[src/design/omc_cfg.svh]
// constants of the operating mode controller: offsets, fields, reset values
`ifndef OMC_CFG_SVH
`define OMC_CFG_SVH

// ==========================================
// register offsets
`define OMC_OFS_OPTIONS 4'h0
`define OMC_OFS_STATUS 4'h4

// ==========================================
// system options register fields
`define OMC_OPT_STOP_EN 0
`define OMC_OPT_LOWVOLT_DETECT_ENABLE 1
`define OMC_OPT_LOWVOLT_STOP_ENABLE 2
`define OMC_OPT_PPD_SEL 3
`define OMC_OPT_REF_KEEP 4
`define OMC_OPT_WIDTH 5
`define OMC_OPT_RESET 5'h00

// ==========================================
// status register fields
`define OMC_ST_MODE_LSB 0
`define OMC_ST_DBG_EN 4
`define OMC_ST_PD_WOKE 5
`define OMC_ST_STOP_DBG 6
`define OMC_ST_STOP_REG 7

// ==========================================
// vectors
`define OMC_RESET_VECTOR 16'hfffe
`define OMC_DBG_EN_RESET 1'b0

`endif

[src/design/omc_pkg.sv]
// types of the operating mode controller
package omc_pkg;

    // ==========================================
    // operating modes
    typedef enum logic [2:0] {
        OMC_RUN,
        OMC_HALT,
        OMC_WAIT,
        OMC_STOP_RET,
        OMC_STOP_PD
    } omc_mode_e;

    // ==========================================
    // serial debug commands
    typedef enum logic [2:0] {
        OMC_CMD_MEM,
        OMC_CMD_MEM_STAT,
        OMC_CMD_DREG,
        OMC_CMD_ENTER_DBG,
        OMC_CMD_CPU_REG,
        OMC_CMD_TRACE,
        OMC_CMD_RESUME
    } omc_cmd_e;

endpackage

[src/design/omc_top.sv]
// operating mode controller: run, debug halt, wait and two stop modes
//
// The implementer's own choices: the Wishbone interface to the registers and the address map.
`timescale 1ns/1ps
`include "omc_cfg.svh"

module omc_top #(
    parameter int NUM_WAKE = 8
) (
    // clock and reset
    input wire logic MCLK,
    input wire logic RST,
    // wishbone slave
    input wire logic WB_CYC_I,
    input wire logic WB_STB_I,
    input wire logic WB_WE_I,
    input wire logic [3:0] WB_ADR_I,
    input wire logic [3:0] WB_SEL_I,
    input wire logic [31:0] WB_DAT_I,
    output logic [31:0] WB_DAT_O,
    output logic WB_ACK_O,
    // pins
    input wire logic MODE_SELECT_PIN,
    input wire logic RESET_PIN_N,
    input wire logic EXT_WAKE_N,
    // cpu decode events
    input wire logic WAIT_EXEC,
    input wire logic STOP_EXEC,
    input wire logic HALT_TO_DEBUG_EXEC,
    input wire logic IRQ_REQ,
    // debug sources
    input wire logic DBG_CMD_VALID,
    input wire omc_pkg::omc_cmd_e DBG_CMD,
    input wire logic DBG_CMD_WDATA,
    input wire logic SERIAL_DEBUG_BKPT,
    input wire logic TRACE_DEBUG_BKPT,
    // retention stop wake interrupts
    input wire logic [NUM_WAKE-1:0] WAKE_IRQ,
    // debug command answer
    output logic CMD_ACCEPT,
    output logic CMD_REFUSE,
    output logic CMD_STATUS_ERR,
    // cpu control
    output logic CPU_CLK_EN,
    output logic CPU_SUSPEND,
    output logic CLEAR_IRQ_MASK,
    output logic IRQ_STACK,
    output logic TRACE_STEP,
    output logic FETCH_VECTOR,
    output logic [15:0] VECTOR_ADDR,
    output logic TAKE_WAKE_VECTOR,
    output logic [3:0] WAKE_SRC,
    output logic ILLEGAL_OP_RESET,
    output logic SYS_RESET,
    output logic POR_RESTART,
    // clocks and power
    output logic BUS_CLK_EN,
    output logic DEBUG_CLK_EN,
    output logic REF_CLK_EN,
    output logic REG_FULL,
    output logic RETAIN_STATE,
    output logic PIN_HOLD,
    output logic POWER_OFF
);
    import omc_pkg::*;

    // wake index is four bits wide, so more than sixteen sources cannot be named
    generate
        if (NUM_WAKE < 1 || NUM_WAKE > 16)
            $error("NUM_WAKE must be 1 to 16");
    endgenerate

    // ==========================================
    // state
    omc_mode_e mode_r, mode_nxt;
    logic boot_r;
    logic [`OMC_OPT_WIDTH-1:0] opt_r;
    logic dbg_en_r, dbg_en_nxt;
    logic pd_woke_r;
    logic stop_dbg_r, stop_dbg_nxt;
    logic stop_reg_r, stop_reg_nxt;
    logic fetch_r, fetch_nxt;
    logic take_r, take_nxt;
    logic [3:0] src_r;
    logic iclr_r, iclr_nxt;
    logic stack_r, stack_nxt;
    logic step_r, step_nxt;
    logic ill_r, ill_nxt;
    logic srst_r, srst_nxt;
    logic por_r, por_nxt;
    logic acc_r, acc_nxt;
    logic ref_r, ref_nxt;
    logic err_r, err_nxt;
    logic ack_r;
    logic [31:0] dat_r;

    // ==========================================
    // decode
    wire bus_req = WB_CYC_I & WB_STB_I & ~ack_r;
    wire sel_opt = WB_ADR_I == `OMC_OFS_OPTIONS;
    wire sel_st = WB_ADR_I == `OMC_OFS_STATUS;
    wire opt_wr = bus_req & WB_WE_I & sel_opt & WB_SEL_I[0];
    wire stop_en = opt_r[`OMC_OPT_STOP_EN];
    wire lv_both = opt_r[`OMC_OPT_LOWVOLT_DETECT_ENABLE] & opt_r[`OMC_OPT_LOWVOLT_STOP_ENABLE];
    wire ppd_sel = opt_r[`OMC_OPT_PPD_SEL];
    wire is_stop = mode_r == OMC_STOP_RET || mode_r == OMC_STOP_PD;
    wire cmd_enter = DBG_CMD_VALID && DBG_CMD == OMC_CMD_ENTER_DBG;
    wire cmd_stat = DBG_CMD_VALID && DBG_CMD == OMC_CMD_MEM_STAT;
    wire cmd_nonint = DBG_CMD == OMC_CMD_MEM || DBG_CMD == OMC_CMD_MEM_STAT ||
                      DBG_CMD == OMC_CMD_DREG || DBG_CMD == OMC_CMD_ENTER_DBG;
    wire bkpt = SERIAL_DEBUG_BKPT | TRACE_DEBUG_BKPT;
    wire any_wake = |WAKE_IRQ;
    wire [7:0] status_v = {stop_reg_r, stop_dbg_r, pd_woke_r, dbg_en_r, 1'b0, mode_r};
    wire [31:0] rd_v = sel_opt ? {27'h0, opt_r} : (sel_st ? {24'h0, status_v} : 32'h0);

    // lowest index wins, so the faster wake sources sit at the bottom
    logic [3:0] pick [NUM_WAKE:0];
    assign pick[NUM_WAKE] = 4'h0;
    genvar gi;
    generate
        for (gi = 0; gi < NUM_WAKE; gi++)
        begin : g_pick
            assign pick[gi] = WAKE_IRQ[gi] ? 4'(gi) : pick[gi+1];
        end
    endgenerate

    // ==========================================
    // mode sequencing
    always_comb
    begin
        mode_nxt = mode_r;
        dbg_en_nxt = dbg_en_r;
        stop_dbg_nxt = stop_dbg_r;
        stop_reg_nxt = stop_reg_r;
        fetch_nxt = 1'b0;
        take_nxt = 1'b0;
        iclr_nxt = 1'b0;
        stack_nxt = 1'b0;
        step_nxt = 1'b0;
        ill_nxt = 1'b0;
        srst_nxt = 1'b0;
        por_nxt = 1'b0;
        acc_nxt = 1'b0;
        ref_nxt = 1'b0;
        err_nxt = 1'b0;
        if (boot_r)
        begin
            if (MODE_SELECT_PIN)
            begin
                mode_nxt = OMC_RUN;
                fetch_nxt = 1'b1;
            end
            else
                mode_nxt = OMC_HALT;
        end
        else
        begin
            case (mode_r)
                OMC_RUN:
                begin
                    if (DBG_CMD_VALID)
                    begin
                        acc_nxt = cmd_nonint;
                        ref_nxt = !cmd_nonint;
                    end
                    if (cmd_enter || HALT_TO_DEBUG_EXEC || bkpt)
                        mode_nxt = OMC_HALT;
                    else if (WAIT_EXEC)
                    begin
                        mode_nxt = OMC_WAIT;
                        iclr_nxt = 1'b1;
                    end
                    else if (STOP_EXEC)
                    begin
                        // selection taken now and held until the next stop instruction
                        stop_dbg_nxt = 1'b0;
                        stop_reg_nxt = 1'b0;
                        if (!stop_en)
                            ill_nxt = 1'b1;
                        else if (dbg_en_r)
                        begin
                            mode_nxt = OMC_STOP_RET;
                            stop_dbg_nxt = 1'b1;
                        end
                        else if (lv_both)
                        begin
                            mode_nxt = OMC_STOP_RET;
                            stop_reg_nxt = 1'b1;
                        end
                        else if (ppd_sel)
                            mode_nxt = OMC_STOP_PD;
                        else
                            mode_nxt = OMC_STOP_RET;
                    end
                end
                OMC_HALT:
                begin
                    if (DBG_CMD_VALID)
                    begin
                        acc_nxt = 1'b1;
                        if (DBG_CMD == OMC_CMD_RESUME)
                            mode_nxt = OMC_RUN;
                        step_nxt = DBG_CMD == OMC_CMD_TRACE;
                    end
                end
                OMC_WAIT:
                begin
                    if (DBG_CMD_VALID)
                    begin
                        acc_nxt = cmd_enter | cmd_stat;
                        ref_nxt = !(cmd_enter | cmd_stat);
                        err_nxt = cmd_stat;
                    end
                    if (cmd_enter)
                        mode_nxt = OMC_HALT;
                    else if (IRQ_REQ)
                    begin
                        mode_nxt = OMC_RUN;
                        stack_nxt = 1'b1;
                    end
                end
                OMC_STOP_RET:
                begin
                    // only enter-debug and memory-status commands are accepted, and only while the debug clock runs; all others are refused
                    if (DBG_CMD_VALID)
                    begin
                        acc_nxt = stop_dbg_r & (cmd_enter | cmd_stat);
                        ref_nxt = !(stop_dbg_r & (cmd_enter | cmd_stat));
                        err_nxt = stop_dbg_r & cmd_stat;
                    end
                    if (!RESET_PIN_N)
                    begin
                        mode_nxt = OMC_RUN;
                        srst_nxt = 1'b1;
                        fetch_nxt = 1'b1;
                    end
                    else if (stop_dbg_r && cmd_enter)
                        mode_nxt = OMC_HALT;
                    else if (any_wake)
                    begin
                        mode_nxt = OMC_RUN;
                        take_nxt = 1'b1;
                    end
                end
                OMC_STOP_PD:
                begin
                    ref_nxt = DBG_CMD_VALID;
                    if (!RESET_PIN_N || !EXT_WAKE_N)
                    begin
                        mode_nxt = OMC_RUN;
                        por_nxt = 1'b1;
                        fetch_nxt = 1'b1;
                        dbg_en_nxt = `OMC_DBG_EN_RESET;
                    end
                end
                default:
                    mode_nxt = OMC_RUN;
            endcase
            // debug enable lives behind the debug port only
            if (acc_nxt && DBG_CMD == OMC_CMD_DREG)
                dbg_en_nxt = DBG_CMD_WDATA;
        end
    end

    // ==========================================
    // registers
    always_ff @(posedge MCLK or posedge RST)
    begin
        if (RST)
        begin
            mode_r <= OMC_RUN;
            boot_r <= 1'b1;
            dbg_en_r <= `OMC_DBG_EN_RESET;
            stop_dbg_r <= 1'b0;
            stop_reg_r <= 1'b0;
            fetch_r <= 1'b0;
            take_r <= 1'b0;
            src_r <= 4'h0;
            iclr_r <= 1'b0;
            stack_r <= 1'b0;
            step_r <= 1'b0;
            ill_r <= 1'b0;
            srst_r <= 1'b0;
            por_r <= 1'b0;
            acc_r <= 1'b0;
            ref_r <= 1'b0;
            err_r <= 1'b0;
        end
        else
        begin
            mode_r <= mode_nxt;
            boot_r <= 1'b0;
            dbg_en_r <= dbg_en_nxt;
            stop_dbg_r <= stop_dbg_nxt;
            stop_reg_r <= stop_reg_nxt;
            fetch_r <= fetch_nxt;
            take_r <= take_nxt;
            src_r <= take_nxt ? pick[0] : src_r;
            iclr_r <= iclr_nxt;
            stack_r <= stack_nxt;
            step_r <= step_nxt;
            ill_r <= ill_nxt;
            srst_r <= srst_nxt;
            por_r <= por_nxt;
            acc_r <= acc_nxt;
            ref_r <= ref_nxt;
            err_r <= err_nxt;
        end
    end

    // options clear on a power-down wake, like a power-on reset
    always_ff @(posedge MCLK or posedge RST)
    begin
        if (RST)
            opt_r <= `OMC_OPT_RESET;
        else if (por_nxt)
            opt_r <= `OMC_OPT_RESET;
        else if (opt_wr)
            opt_r <= WB_DAT_I[`OMC_OPT_WIDTH-1:0];
    end

    // flag survives until a fresh reset of the chip
    always_ff @(posedge MCLK or posedge RST)
    begin
        if (RST)
            pd_woke_r <= 1'b0;
        else if (por_nxt)
            pd_woke_r <= 1'b1;
    end

    // ==========================================
    // wishbone answer, one wait state
    always_ff @(posedge MCLK or posedge RST)
    begin
        if (RST)
        begin
            ack_r <= 1'b0;
            dat_r <= 32'h0;
        end
        else
        begin
            ack_r <= bus_req;
            dat_r <= bus_req ? rd_v : 32'h0;
        end
    end

    // ==========================================
    // outputs
    assign WB_ACK_O = ack_r;
    assign WB_DAT_O = dat_r;
    assign CMD_ACCEPT = acc_r;
    assign CMD_REFUSE = ref_r;
    assign CMD_STATUS_ERR = err_r;
    assign CPU_CLK_EN = mode_r == OMC_RUN;
    assign CPU_SUSPEND = mode_r == OMC_HALT;
    assign CLEAR_IRQ_MASK = iclr_r;
    assign IRQ_STACK = stack_r;
    assign TRACE_STEP = step_r;
    assign FETCH_VECTOR = fetch_r;
    assign VECTOR_ADDR = `OMC_RESET_VECTOR;
    assign TAKE_WAKE_VECTOR = take_r;
    assign WAKE_SRC = src_r;
    assign ILLEGAL_OP_RESET = ill_r;
    assign SYS_RESET = srst_r;
    assign POR_RESTART = por_r;
    assign BUS_CLK_EN = !is_stop;
    assign DEBUG_CLK_EN = !is_stop || stop_dbg_r;
    // reference clocks may run on through retention stop when software asks
    assign REF_CLK_EN = !is_stop || (mode_r == OMC_STOP_RET && opt_r[`OMC_OPT_REF_KEEP]);
    assign REG_FULL = !is_stop || stop_dbg_r || stop_reg_r;
    assign RETAIN_STATE = mode_r == OMC_STOP_RET;
    assign PIN_HOLD = is_stop;
    assign POWER_OFF = mode_r == OMC_STOP_PD;

endmodule // omc_top

[config.mk]
export PLATFORM = sky130hd
export DESIGN_NAME = omc_top
export DESIGN_NICKNAME = d
export VERILOG_FILES = /design/src/design/omc_pkg.sv /design/src/design/omc_top.sv
export VERILOG_INCLUDE_DIRS = /design/src /design/src/design
export SDC_FILE = /design/constraint.sdc
export NUM_CORES = 1
export LEC_CHECK = 0
export ABC_AREA = 1
export BUFFER_PORTS_ARGS = -buffer_cell sky130_fd_sc_hd__buf_2
export CAP_MARGIN = 0
export CORE_MARGIN = 4
export CORE_UTILIZATION = 45
export CTS_CLUSTER_DIAMETER = 200
export DETAILED_ROUTE_END_ITERATION = 10
export PLACE_DENSITY = 0.95
export SYNTH_ARGS = -nofsm -noshare
export SYNTH_HDL_FRONTEND = slang
export SYNTH_SLANG_ARGS = --single-unit
[constraint.sdc]
create_clock -name MCLK -period 2.5 [get_ports MCLK]
set_input_delay 0.5 -clock MCLK [delete_from_list [all_inputs] [get_ports MCLK]]
set_output_delay 0.5 -clock MCLK [all_outputs]
set_load 0.01 [all_outputs]
---- After elaboration in Yosys (flattened, before gate mapping) ----
Cells that the tools add are included.
cells by class
  reduce and logical (&&, ||, !) cells .... 31
  equality and inequality tests ........... 17
  muxes and demuxes ....................... 86
  bitwise logic cells ..................... 14
operators by type and width
  kind                                                                    count
  1-bit two-way mux                                                       52
  3-bit two-way mux                                                       17
  4-bit two-way mux                                                       7
  8-bit two-way mux                                                       3
  3-bit one-hot mux with 5 select lines                                   1
  3-bit by 2-bit equality test with 1-bit output (second input constant)  4
  1-bit logical OR                                                        10
  5-bit two-way mux                                                       2
  5-bit by 2-bit != test with 1-bit output (second input constant)        2
  3-bit equality test (second input constant)                             3
  1-bit AND                                                               8
  1-bit one-hot mux with 4 select lines                                   2
  8-bit OR reduction                                                      1
  7-bit AND reduction                                                     1
  3-bit by 1-bit equality test with 1-bit output (second input constant)  2
  1-bit zero test                                                         6
  3-bit zero test                                                         2
  3-bit by 1-bit != test with 1-bit output (second input constant)        2
  2-bit nonzero test                                                      3
  1-bit logical AND                                                       5
  5-bit by 3-bit != test with 1-bit output (second input constant)        1
  5-bit AND reduction                                                     1
  4-bit by 3-bit equality test with 1-bit output (second input constant)  1
  4-bit zero test                                                         1
  other kinds (6)                                                         11
storage, ports and cells
  word-level logic and storage cells ...... 169
  flip-flop bits (word level) ............. 37
  bits of input ports ..................... 67
  output and inout port bits .............. 73

---- Longest topological paths before layout ----
Gate-level depths: netlist of run 1.
  depth in word-level cells ............... 10
  mapped depth ............................ 11
  mapped depth without buffers ............ 11

---- Least setup slack after synthesis of run 1 ----
OpenSTA, ideal clock, no wires.
  path kind ............................... register -> output
  from .................................... register mode_r[2]
  to ...................................... output port REF_CLK_EN
  data required time ...................... 2.000 ns
  arrival time ............................ 1.221 ns
  buffers on the path ..................... 1
  slack ................................... 0.779 ns
  stages on the path, launching flop included .. 7
  cells stage by stage .................... dfrtp_1 -> buf_4 -> inv_1 -> nor3_4 -> nor2_1 -> inv_1 -> o21ai_0
on the way
  cells in the longest elaborated chain, start to end .. 4
  elaborated cells on any way between the ends .. 6
  classes of those cells .................. 2 x eq/ne; 4 x reduce/logical
ends and longest elaborated chain
  what                    RTL line        RTL
  from (decl)             omc_top.sv:75   omc_mode_e mode_r, mode_nxt;
  from (signal assigned)  omc_top.sv:291  mode_r <= mode_nxt;
  3-bit equality test     --
  named net POWER_OFF     omc_top.sv:63   output logic POWER_OFF
  1-bit logical OR        omc_top.sv:106  wire is_stop = mode_r == OMC_STOP_RET || mode_r == OMC_STOP_PD;
  1-bit zero test         omc_top.sv:369  assign REF_CLK_EN = !is_stop || (mode_r == OMC_STOP_RET && opt_r[`OMC_OPT_REF_KEEP]);
  named net BUS_CLK_EN    omc_top.sv:57   output logic BUS_CLK_EN,
  1-bit logical OR        omc_top.sv:369
  to (decl)               omc_top.sv:59   output logic REF_CLK_EN,
The timed path passes the listed nets, and every way through them passes these cells.

---- Worst setup path after layout of run 1 ----
  from .................................... register mode_r[2]
  to ...................................... output port REF_CLK_EN
on the way
  cells in the longest elaborated chain, start to end .. 4
  elaborated cells on any way between the ends .. 6
  classes of those cells .................. 2 x eq/ne; 4 x reduce/logical
ends and longest elaborated chain
  what                                                                                          RTL line
  3-bit by 2-bit equality test with 1-bit output / 3-bit equality test (equally long branches)  omc_top.sv:106, omc_top.sv:369
  1-bit logical OR                                                                              omc_top.sv:106
  1-bit zero test                                                                               omc_top.sv:369
  1-bit logical OR (*)                                                                          omc_top.sv:369
Every way passes the cells marked *; elsewhere a longest branch is shown, timed or not.

==> results of run 1 <==
[worst paths after layout]
check	slack [ns]	to
setup / recovery	0.31	REF_CLK_EN
hold / removal	0.30	WB_DAT_O[7]$_DFF_PP0_
setup reg to reg	0.75	opt_r[3]$_DFFE_PP0P_
hold reg to reg	0.46	WB_ACK_O$_DFF_PP0_
max in group asynchronous	1.86	boot_r$_DFF_PP1_
min in group MCLK	0.42	SYS_RESET$_DFF_PP0_
[registers in the layout, indices dropped and copies added, names as in the netlist]
register and cells:
dbg_en_r 1, WB_DAT_O 8, CLEAR_IRQ_MASK 1, WB_ACK_O 1, stop_dbg_r 1, stop_reg_r 1, opt_r 5, CMD_REFUSE 1
POR_RESTART 1, ILLEGAL_OP_RESET 1, CMD_STATUS_ERR 1, TAKE_WAKE_VECTOR 1, pd_woke_r 1, WAKE_SRC 3, boot_r 1, SYS_RESET 1
CMD_ACCEPT 1, mode_r 3, TRACE_STEP 1, FETCH_VECTOR 1, IRQ_STACK 1
[kinds of logic after synthesis]
| kind of cell | Yosys count | synth area share [%] |
|---|---|---|
| AOI/OAI and AO/OA | 23 | 6.37 |
| buffers and inverters | 82 | 22.1 |
| DFF | 36 | 42.9 |
| other | 2 | 0.357 |
| and+or+nand+nor | 127 | 28.2 |
[through the flow]
stage | cell area [µm²] | util, % | setup WS, ns | instances
finish | 2460 | 55.3 | 0.307 | 396
global route | 2460 | 55.3 | 0.144 | 396
CTS | 2460 | 55.3 | 0.334 | 396
detailed placement | 2350 | 52.8 | 0.665 | 388
global placement | 2350 | 52.8 | 0.719 | 388
floorplan | 2250 | - | 0.779 | 310
[worst max-delay path, cell delays in order, from the launching register on]
cell and delay (ns):
dfrtp_1 0.51, inv_1 0.18, nor3_4 0.26, nor2_1 0.09, inv_1 0.11, o21ai_0 0.10
buf_2 0.15
[placed cells by master (no fill, tap or decap), drive strengths merged, types with 4 or more instances in the layout]
cell / n
clkbuf: 5
nand2: 54
o21ai: 12
inv: 39
nor3: 5
o22ai: 4
buf: 69
a21oi: 4
nor2: 32
nand3: 25
dfrtp: 35
conb: 42
nand4: 8
[per-layer routing]
layer  global-route usage [%]  wire [µm]  part of all wire [%]
met1                     19.1       1810                    36
met5                        0          0                     0
met3                     5.20        488                   9.7
met4                     8.51        103                   2.0
met2                     31.0       2640                    52
[power groups by stage]
stage | Combinational [mW] | Sequential (mW) | Clock (mW)
after floorplan | 0.219 | 0.676 | 0
after global placement | 0.266 | 0.674 | 0
after detailed placement | 0.276 | 0.676 | 0
after CTS | 0.280 | 0.666 | 0.514
after global routing | 0.321 | 0.673 | 0.538
final | 0.285 | 0.668 | 0.507
[cell usage after synthesis (all sizes together)]
cell type	instances
a211oi	1
a21oi	4
buf	42
clkbuf	1
conb	2
dfrtp	35
dfstp	1
inv	39
nand2	54
nand3	25
nand4	8
nor2	32
nor3	5
nor3b	1
nor4	2
o21ai	12
o22a	1
o22ai	4
o31ai	1
[final cells by class]
cell class	count	area (µm²)
Timing Repair Buffer	69	348
Tap cell	52	65.1
Sequential cell	36	902
Clock buffer	5	68.8
Clock inverter	3	42.5
Multi-Input combinational cell	192	885
Inverter	39	146
Fill cell	393	1990
==> flow_metrics.env, run 1 <==
export IMPL_clockPowerShare_pct=34.8
export IMPL_clockRootBuffer="clkbuf_8"
export IMPL_fin_crit_ns=2.19
export IMPL_totalWireLength_um=5040
export IMPL_first_global_vias=1897
export IMPL_area_growth_pct=16.9
export IMPL_p_leak_nw=1.44
export IMPL_syn_area_per_cell_um2=7.79
export IMPL_vdd_drop_max_mv=0.213
export IMPL_drc_errors=0
export IMPL_drt_iter0_markers=207
export IMPL_cts_num_sinks=36
export IMPL_p_total_mw=1.46
export IMPL_end_kind="output pin"
export IMPL_detail_route_first_pass_iterations=4
export IMPL_grt_overflow_total=0
export IMPL_status="completed"
export IMPL_cts_made_buffers=5
export IMPL_timing_final_crit_share_pct=87.7
export IMPL_cap_viol_max_count=0
export IMPL_finalWeightedCongestion=0.957
export IMPL_worstReg2RegStart="mode_r[2]$_DFFE_PP0P_"
export IMPL_hpwlAfterDp_um=3830
export IMPL_synth_seq_cells=36
export IMPL_ys_types=25
export IMPL_synth_largest_area_cell="dfrtp_1"
export IMPL_antenna_found_initial=0
export IMPL_powerDensity_mw_per_mm2=594
export IMPL_syn_cell_area_mm2=0.00210
export IMPL_startpoint="mode_r[2]$_DFFE_PP0P_"
export IMPL_cp_start_kind="flip-flop"
export IMPL_grt_pass1_wl_um=8410
export IMPL_diodes=0
export IMPL_post_cts_setup_buffers=0
export IMPL_post_cts_resized=0
export IMPL_cp_max_fo=8
export IMPL_vias=1925
export IMPL_rsz0062_at_grt="false"
export IMPL_seq_area_frac_synth_pct=42.9
export IMPL_io_pins=140
export IMPL_whs_ns=0.296
export IMPL_die_area_mm2=0.00583
export IMPL_tns_ns=0
export IMPL_vias_per_cell=4.86
export IMPL_crit_required_ns=2.00
export IMPL_synth_top_cell_area_share_pct=41.7
export IMPL_ctsHtreeMaxLevel=2
export IMPL_slew_violations=0
export IMPL_synth_cells=270
export IMPL_yosysWarnings=0
export IMPL_crit_type="flip-flop to output pin"
export IMPL_ff2ff_path_depth=6
export IMPL_core_area_mm2=0.00444
export IMPL_io_buffers=68
export IMPL_start_util_pct=47.3
export IMPL_p_int_mw=1.01
export IMPL_p_sw_mw=0.445
export IMPL_nets=410
export IMPL_die_h_um=76.3
export IMPL_hold_path_class="input pin to asynchronous set/reset pin"
export IMPL_pwr_share_seq_pct=45.7
export IMPL_timing_fmax_mhz=456
export IMPL_report_final_hold_viol_count=0
export IMPL_grt_start_max_net_pins=37
export IMPL_combPwrFrac_pct=19.5
export IMPL_fp_dieW_um=76.3
export IMPL_clk_insertion_delay_late_ns=0.29
export IMPL_yosys_top_cells_area="dfrtp_1, buf_4, nand2_1"
export IMPL_arrival_ns=1.69
export IMPL_clk_pin_slew_ns=0.07
export IMPL_clock_tree_buffer_depth=2
export IMPL_wl_per_cell_um=12.7
export IMPL_swShare_pct=30.5
export IMPL_drive_above_1_share_pct=26.2
export IMPL_rows=24
export IMPL_cts_hold_buf=0
export IMPL_fin_skew_ns=0.00506
export IMPL_grt_usage_pct=17.6
export IMPL_cts_tree="done"
export IMPL_drtAntennaViolNets=0
export IMPL_setup_violations=0
(Power assumes the default switching activity.)
==> inputs of run 2 (changes only) <==
==> constraint.sdc (replaced) <==
create_clock -name MCLK -period 2.61 [get_ports MCLK]
set_input_delay 0.522 -clock MCLK [delete_from_list [all_inputs] [get_ports MCLK]]
set_output_delay 0.522 -clock MCLK [all_outputs]
set_load 0.01 [all_outputs]
==> flow_metrics.env, run 2 (same netlist as run 1, synthesis figures left out) <==
export IMPL_totalWireLength_um=5000
export IMPL_drtAntennaViolNets=0
export IMPL_diodes=0
export IMPL_timing_fmax_mhz=445
export IMPL_fp_dieW_um=76.3
export IMPL_cts_hold_buf=0
export IMPL_io_pins=140
export IMPL_slowest_stage="dfrtp_1"
export IMPL_drc_errors=0
export IMPL_fin_skew_ns=0.00761
export IMPL_nets=410
export IMPL_core_area_mm2=0.00444
export IMPL_detail_route_first_pass_iterations=4
export IMPL_layout_commonest_cell="buf_2"
export IMPL_fin_cells=396
export IMPL_p_leak_nw=1.44
export IMPL_grt_start_max_net_pins=21
export IMPL_met2_length_um=2690
export IMPL_post_cts_resized=0
export IMPL_fin_crit_ns=2.25
export IMPL_finalWeightedCongestion=0.972
export IMPL_hpwlAfterDp_um=3820
export IMPL_slew_violations=0
export IMPL_fill_cells=404
export IMPL_status="completed"
export IMPL_final_cell_mix="buf_2, nand2_1, conb_1"
export IMPL_cts_made_buffers=5
export IMPL_dr_wl_met3_um=478
export IMPL_worst_path_most_repeated_cell="inv_1"
export IMPL_end_kind="output pin"
export IMPL_cp_max_fo=8
export IMPL_vdd_drop_max_mv=0.305
export IMPL_report_final_hold_viol_count=0
export IMPL_stdcell_area_mm2=0.00246
export IMPL_arrival_ns=1.73
export IMPL_grt_usage_pct=17.3
export IMPL_drive_above_1_share_pct=26.2
export IMPL_powerDensity_mw_per_mm2=567
export IMPL_wl_per_cell_um=12.6
export IMPL_cap_viol_max_count=0
export IMPL_die_area_mm2=0.00583
export IMPL_tightest_slew_ns=0.631
export IMPL_placed_cell_area_mm2=0.00235
export IMPL_crit_type="flip-flop to output pin"
export IMPL_rows=24
export IMPL_start_util_pct=47.3
export IMPL_highest_layer="met4"
export IMPL_grt_overflow_total=0
export IMPL_ctsHtreeMaxLevel=2
export IMPL_drt_iter0_markers=259
export IMPL_clock_tree_buffer_depth=2
export IMPL_maxSlewHeadroom_pct=57.9
export IMPL_cp_start_kind="flip-flop"
export IMPL_met1Wirelength_um=1750
export IMPL_cts_num_sinks=36
export IMPL_clk_pin_slew_ns=0.07
export IMPL_hold_path_class="input pin to asynchronous set/reset pin"
export IMPL_p_total_mw=1.39
export IMPL_antenna_found_initial=0
export IMPL_io_buffers=68
export IMPL_vias_per_cell=4.79
export IMPL_cpPeakStageDelay_ns=0.53
export IMPL_largest_reg_flops=8
export IMPL_grt_pass1_wl_um=8160
export IMPL_tns_ns=0
export IMPL_post_place_cells=388
export IMPL_clk_insertion_delay_late_ns=0.30
export IMPL_cts_tree="done"
export IMPL_post_cts_setup_buffers=0
export IMPL_setup_violations=0
export IMPL_timing_final_crit_share_pct=86.1
export IMPL_vias=1896
export IMPL_clockRootBuffer="clkbuf_8"
export IMPL_area_growth_pct=16.9
export IMPL_rsz0062_at_grt="false"
export IMPL_crit_required_ns=2.09
export IMPL_crit_path_cell_trace="inv_1, nor3_4, nor2_1, inv_1, o21ai_0, buf_2"
export IMPL_first_global_vias=1834
export IMPL_die_h_um=76.3
run 2: cell counts in the layout (fill, tap and decap cells not counted):
Identical to the previous run, type by type.
run 2: layout make-up:
cell class	instances	area, µm²	share of cell area (%)
repair buffers	69	348	14.2
well taps	52	65.1	2.65
flip-flops and latches	36	902	36.7
clock buffers	5	68.8	2.80
multi-input cells	192	885	36.0
clock inverters	3	42.5	1.73
inverters	39	146	5.96
run 2: critical path, delay by kind of cell, from the launching register on:
family                 cells  cell delay (ns)
AO/OA/AOI/OAI              1             0.09
AND/OR/NAND/NOR            2             0.37
buffers and inverters      3             0.44
flip-flops                 1             0.53
run 2: worst paths after layout:
| path | from | end | slack [ns] | cells past startpoint |
|---|---|---|---|---|
| setup / recovery | mode_r[2]$_DFFE_PP0P_ | REF_CLK_EN | 0.36 | 6 |
| hold / removal | RST | SYS_RESET$_DFF_PP0_ | 0.30 | 2 |
| setup reg to reg | mode_r[2]$_DFFE_PP0P_ | opt_r[1]$_DFFE_PP0P_ | 0.79 | 6 |
| hold reg to reg | WB_ACK_O$_DFF_PP0_ | WB_ACK_O$_DFF_PP0_ | 0.46 | 1 |
| max in group asynchronous | RST | boot_r$_DFF_PP1_ | 1.55 | 3 |
| min in group MCLK | RESET_PIN_N | SYS_RESET$_DFF_PP0_ | 0.45 | 2 |
run 2: per-stage QoR:
stage | util (%) | hold WS [ns] | worst slack, ns
final | 55.3 | 0.297 | 0.362
after global routing | 55.3 | 0.339 | 0.210
after CTS | 55.3 | 0.325 | 0.397
after detailed placement | 52.8 | 0.451 | 0.761
after global placement | 52.8 | 0.433 | 0.799
after floorplan | - | 0.423 | 0.867
run 2: power breakdown:
part           switching, mW  total (mW)  leakage (nW)  internal [mW]
registers             0.0361       0.637         0.459          0.601
logic                  0.181       0.269         0.928         0.0883
clock network          0.205       0.487        0.0541          0.282
run 2: routing by layer:
metal | vias to the layer above | GRT usage, %
met5 | - | 0
met4 | 0 | 7.07
met3 | 10 | 4.96
met2 | 100 | 31.5
met1 | 870 | 18.7
li1 | 916 | -
==> inputs of run 3 (changes only) <==
--- a/config.mk
+++ b/config.mk
@@ -7,13 +7,14 @@
 export NUM_CORES = 1
 export LEC_CHECK = 0
 export ABC_AREA = 1
-export BUFFER_PORTS_ARGS = -buffer_cell sky130_fd_sc_hd__buf_2
 export CAP_MARGIN = 0
 export CORE_MARGIN = 4
-export CORE_UTILIZATION = 45
+export CORE_UTILIZATION = 65
 export CTS_CLUSTER_DIAMETER = 200
 export DETAILED_ROUTE_END_ITERATION = 10
-export PLACE_DENSITY = 0.95
+export DONT_BUFFER_PORTS = 1
+export MAX_ROUTING_LAYER = met4
+export PLACE_DENSITY = 0.93
 export SYNTH_ARGS = -nofsm -noshare
 export SYNTH_HDL_FRONTEND = slang
 export SYNTH_SLANG_ARGS = --single-unit
==> flow_metrics.env, run 3 (same netlist as run 1, synthesis figures left out) <==
export IMPL_layout_commonest_cell="nand2_1"
export IMPL_status="completed"
export IMPL_nets=343
export IMPL_worst_path_most_repeated_cell="inv_1"
export IMPL_grt_usage_pct=20.1
export IMPL_r2r_end="opt_r[1]$_DFFE_PP0P_"
export IMPL_cts_tree="done"
export IMPL_grt_start_max_net_pins=37
export IMPL_rows=20
export IMPL_antenna_found_initial=0
export IMPL_finalWeightedCongestion=0.898
export IMPL_cts_num_sinks=36
export IMPL_report_final_hold_viol_count=0
export IMPL_powerDensity_mw_per_mm2=589
export IMPL_area_growth_pct=-1.07
export IMPL_cts_hold_buf=0
export IMPL_wl_per_cell_um=13.1
export IMPL_cp_top_family="flip-flops"
export IMPL_clk_pin_slew_ns=0.11
export IMPL_hpwlAfterDp_um=3330
export IMPL_placed_cell_area_mm2=0.00200
export IMPL_tns_ns=0
export IMPL_stdcell_area_mm2=0.00208
export IMPL_fill_cells=239
export IMPL_timing_final_crit_share_pct=84.8
export IMPL_cts_made_buffers=5
export IMPL_clockRootBuffer="clkbuf_4"
export IMPL_drt_iter0_markers=114
export IMPL_ff2ff_setup_slack_ns=0.81
export IMPL_rsz0062_at_grt="false"
export IMPL_fin_crit_ns=2.21
export IMPL_detail_route_first_pass_iterations=4
export IMPL_core_area_mm2=0.00308
export IMPL_io_pins=140
export IMPL_io_buffers=0
export IMPL_ctsHtreeMaxLevel=2
export IMPL_cap_viol_max_count=0
export IMPL_grt_overflow_total=0
export IMPL_drtAntennaViolNets=0
export IMPL_first_global_vias=1444
export IMPL_timing_fmax_mhz=452
export IMPL_largest_reg_flops=8
export IMPL_totalWireLength_um=4200
export IMPL_diodes=0
export IMPL_cp_max_fo=8
export IMPL_crit_required_ns=2.09
export IMPL_post_cts_setup_buffers=0
export IMPL_setup_violations=0
export IMPL_die_area_mm2=0.00421
export IMPL_ff2ff_path_depth=7
export IMPL_crit_type="flip-flop to output pin"
export IMPL_vdd_drop_max_mv=0.238
export IMPL_grt_pass1_wl_um=6330
export IMPL_drive_above_1_share_pct=7.94
export IMPL_cpPeakStageDelay_ns=0.50
export IMPL_worstReg2RegStart="mode_r[2]$_DFFE_PP0P_"
export IMPL_hold_path_class="input pin to asynchronous set/reset pin"
export IMPL_die_h_um=64.9
export IMPL_vias=1629
export IMPL_arrival_ns=1.69
export IMPL_p_total_mw=1.23
export IMPL_start_util_pct=68.3
export IMPL_drc_errors=0
export IMPL_cp_start_kind="flip-flop"
export IMPL_slew_violations=0
export IMPL_post_cts_resized=0
export IMPL_vias_per_cell=5.07
export IMPL_fin_skew_ns=0.0165
export IMPL_clock_tree_buffer_depth=2
export IMPL_path_buf_inv=2
export IMPL_clk_insertion_delay_late_ns=0.34
export IMPL_slowest_stage="dfrtp_1"
export IMPL_fp_dieW_um=64.9
export IMPL_end_kind="output pin"
export IMPL_crit_path_cell_trace="inv_1, nor3_4, nor2_1, inv_1, o21ai_0"
export IMPL_p_leak_nw=1.14
export IMPL_final_cell_mix="nand2_1, conb_1, inv_1"
run 3: changes by cell type in the layout (fill, tap and decap cells not counted):
cell | previous run | this run
clkbuf_4 | 0 | 5
clkbuf_1 | 0 | 1
buf_2 | 68 | 0
clkinvlp_4 | 1 | 0
buf_4 | 1 | 2
clkbuf_8 | 5 | 0
run 3: through the flow:
stage               utilization (%)  std cells  setup WS, ns  hold WS [ns]
finish                         67.6        321         0.396         0.150
CTS                            67.6        321         0.377         0.165
detailed placement             65.1        313         0.768         0.459
floorplan                         -        310         0.867         0.423
global placement               65.1        313         0.782         0.435
global route                   67.6        321         0.288         0.186
run 3: worst max path at each step:
stage                          startpoint         end  slack [ns]  cells past startpoint
floorplan           mode_r[2]$_DFFE_PP0P_  REF_CLK_EN        0.87                      6
global placement    mode_r[2]$_DFFE_PP0P_  REF_CLK_EN        0.78                      5
detailed placement  mode_r[2]$_DFFE_PP0P_  REF_CLK_EN        0.77                      5
CTS                 mode_r[2]$_DFFE_PP0P_  REF_CLK_EN        0.38                      5
global route        mode_r[2]$_DFFE_PP0P_  REF_CLK_EN        0.29                      5
finish              mode_r[2]$_DFFE_PP0P_  REF_CLK_EN        0.40                      5
run 3: per-layer routing:
metal | vias to the layer above | global-route usage [%] | share of wire, %
li1 | 781 | - | -
met1 | 740 | 20.3 | 34
met2 | 93 | 35.5 | 52
met3 | 15 | 4.68 | 11
met4 | 0 | 11.6 | 3.2
met5 | - | - | 0
run 3: layout make-up:
type / instances / area [µm²] / area share, %
Clock buffer: 6 / 41.3 / 1.99
Sequential cell: 36 / 902 / 43.4
Timing Repair Buffer: 2 / 15.0 / 0.722
Multi-Input combinational cell: 192 / 885 / 42.5
Tap cell: 44 / 55.1 / 2.65
Inverter: 39 / 146 / 7.04
Clock inverter: 2 / 35.0 / 1.68
run 3: power by group:
group          switching, mW  internal [mW]
sequential            0.0456          0.601
combinational          0.149         0.0531
clock                  0.176          0.201
total                  0.370          0.855
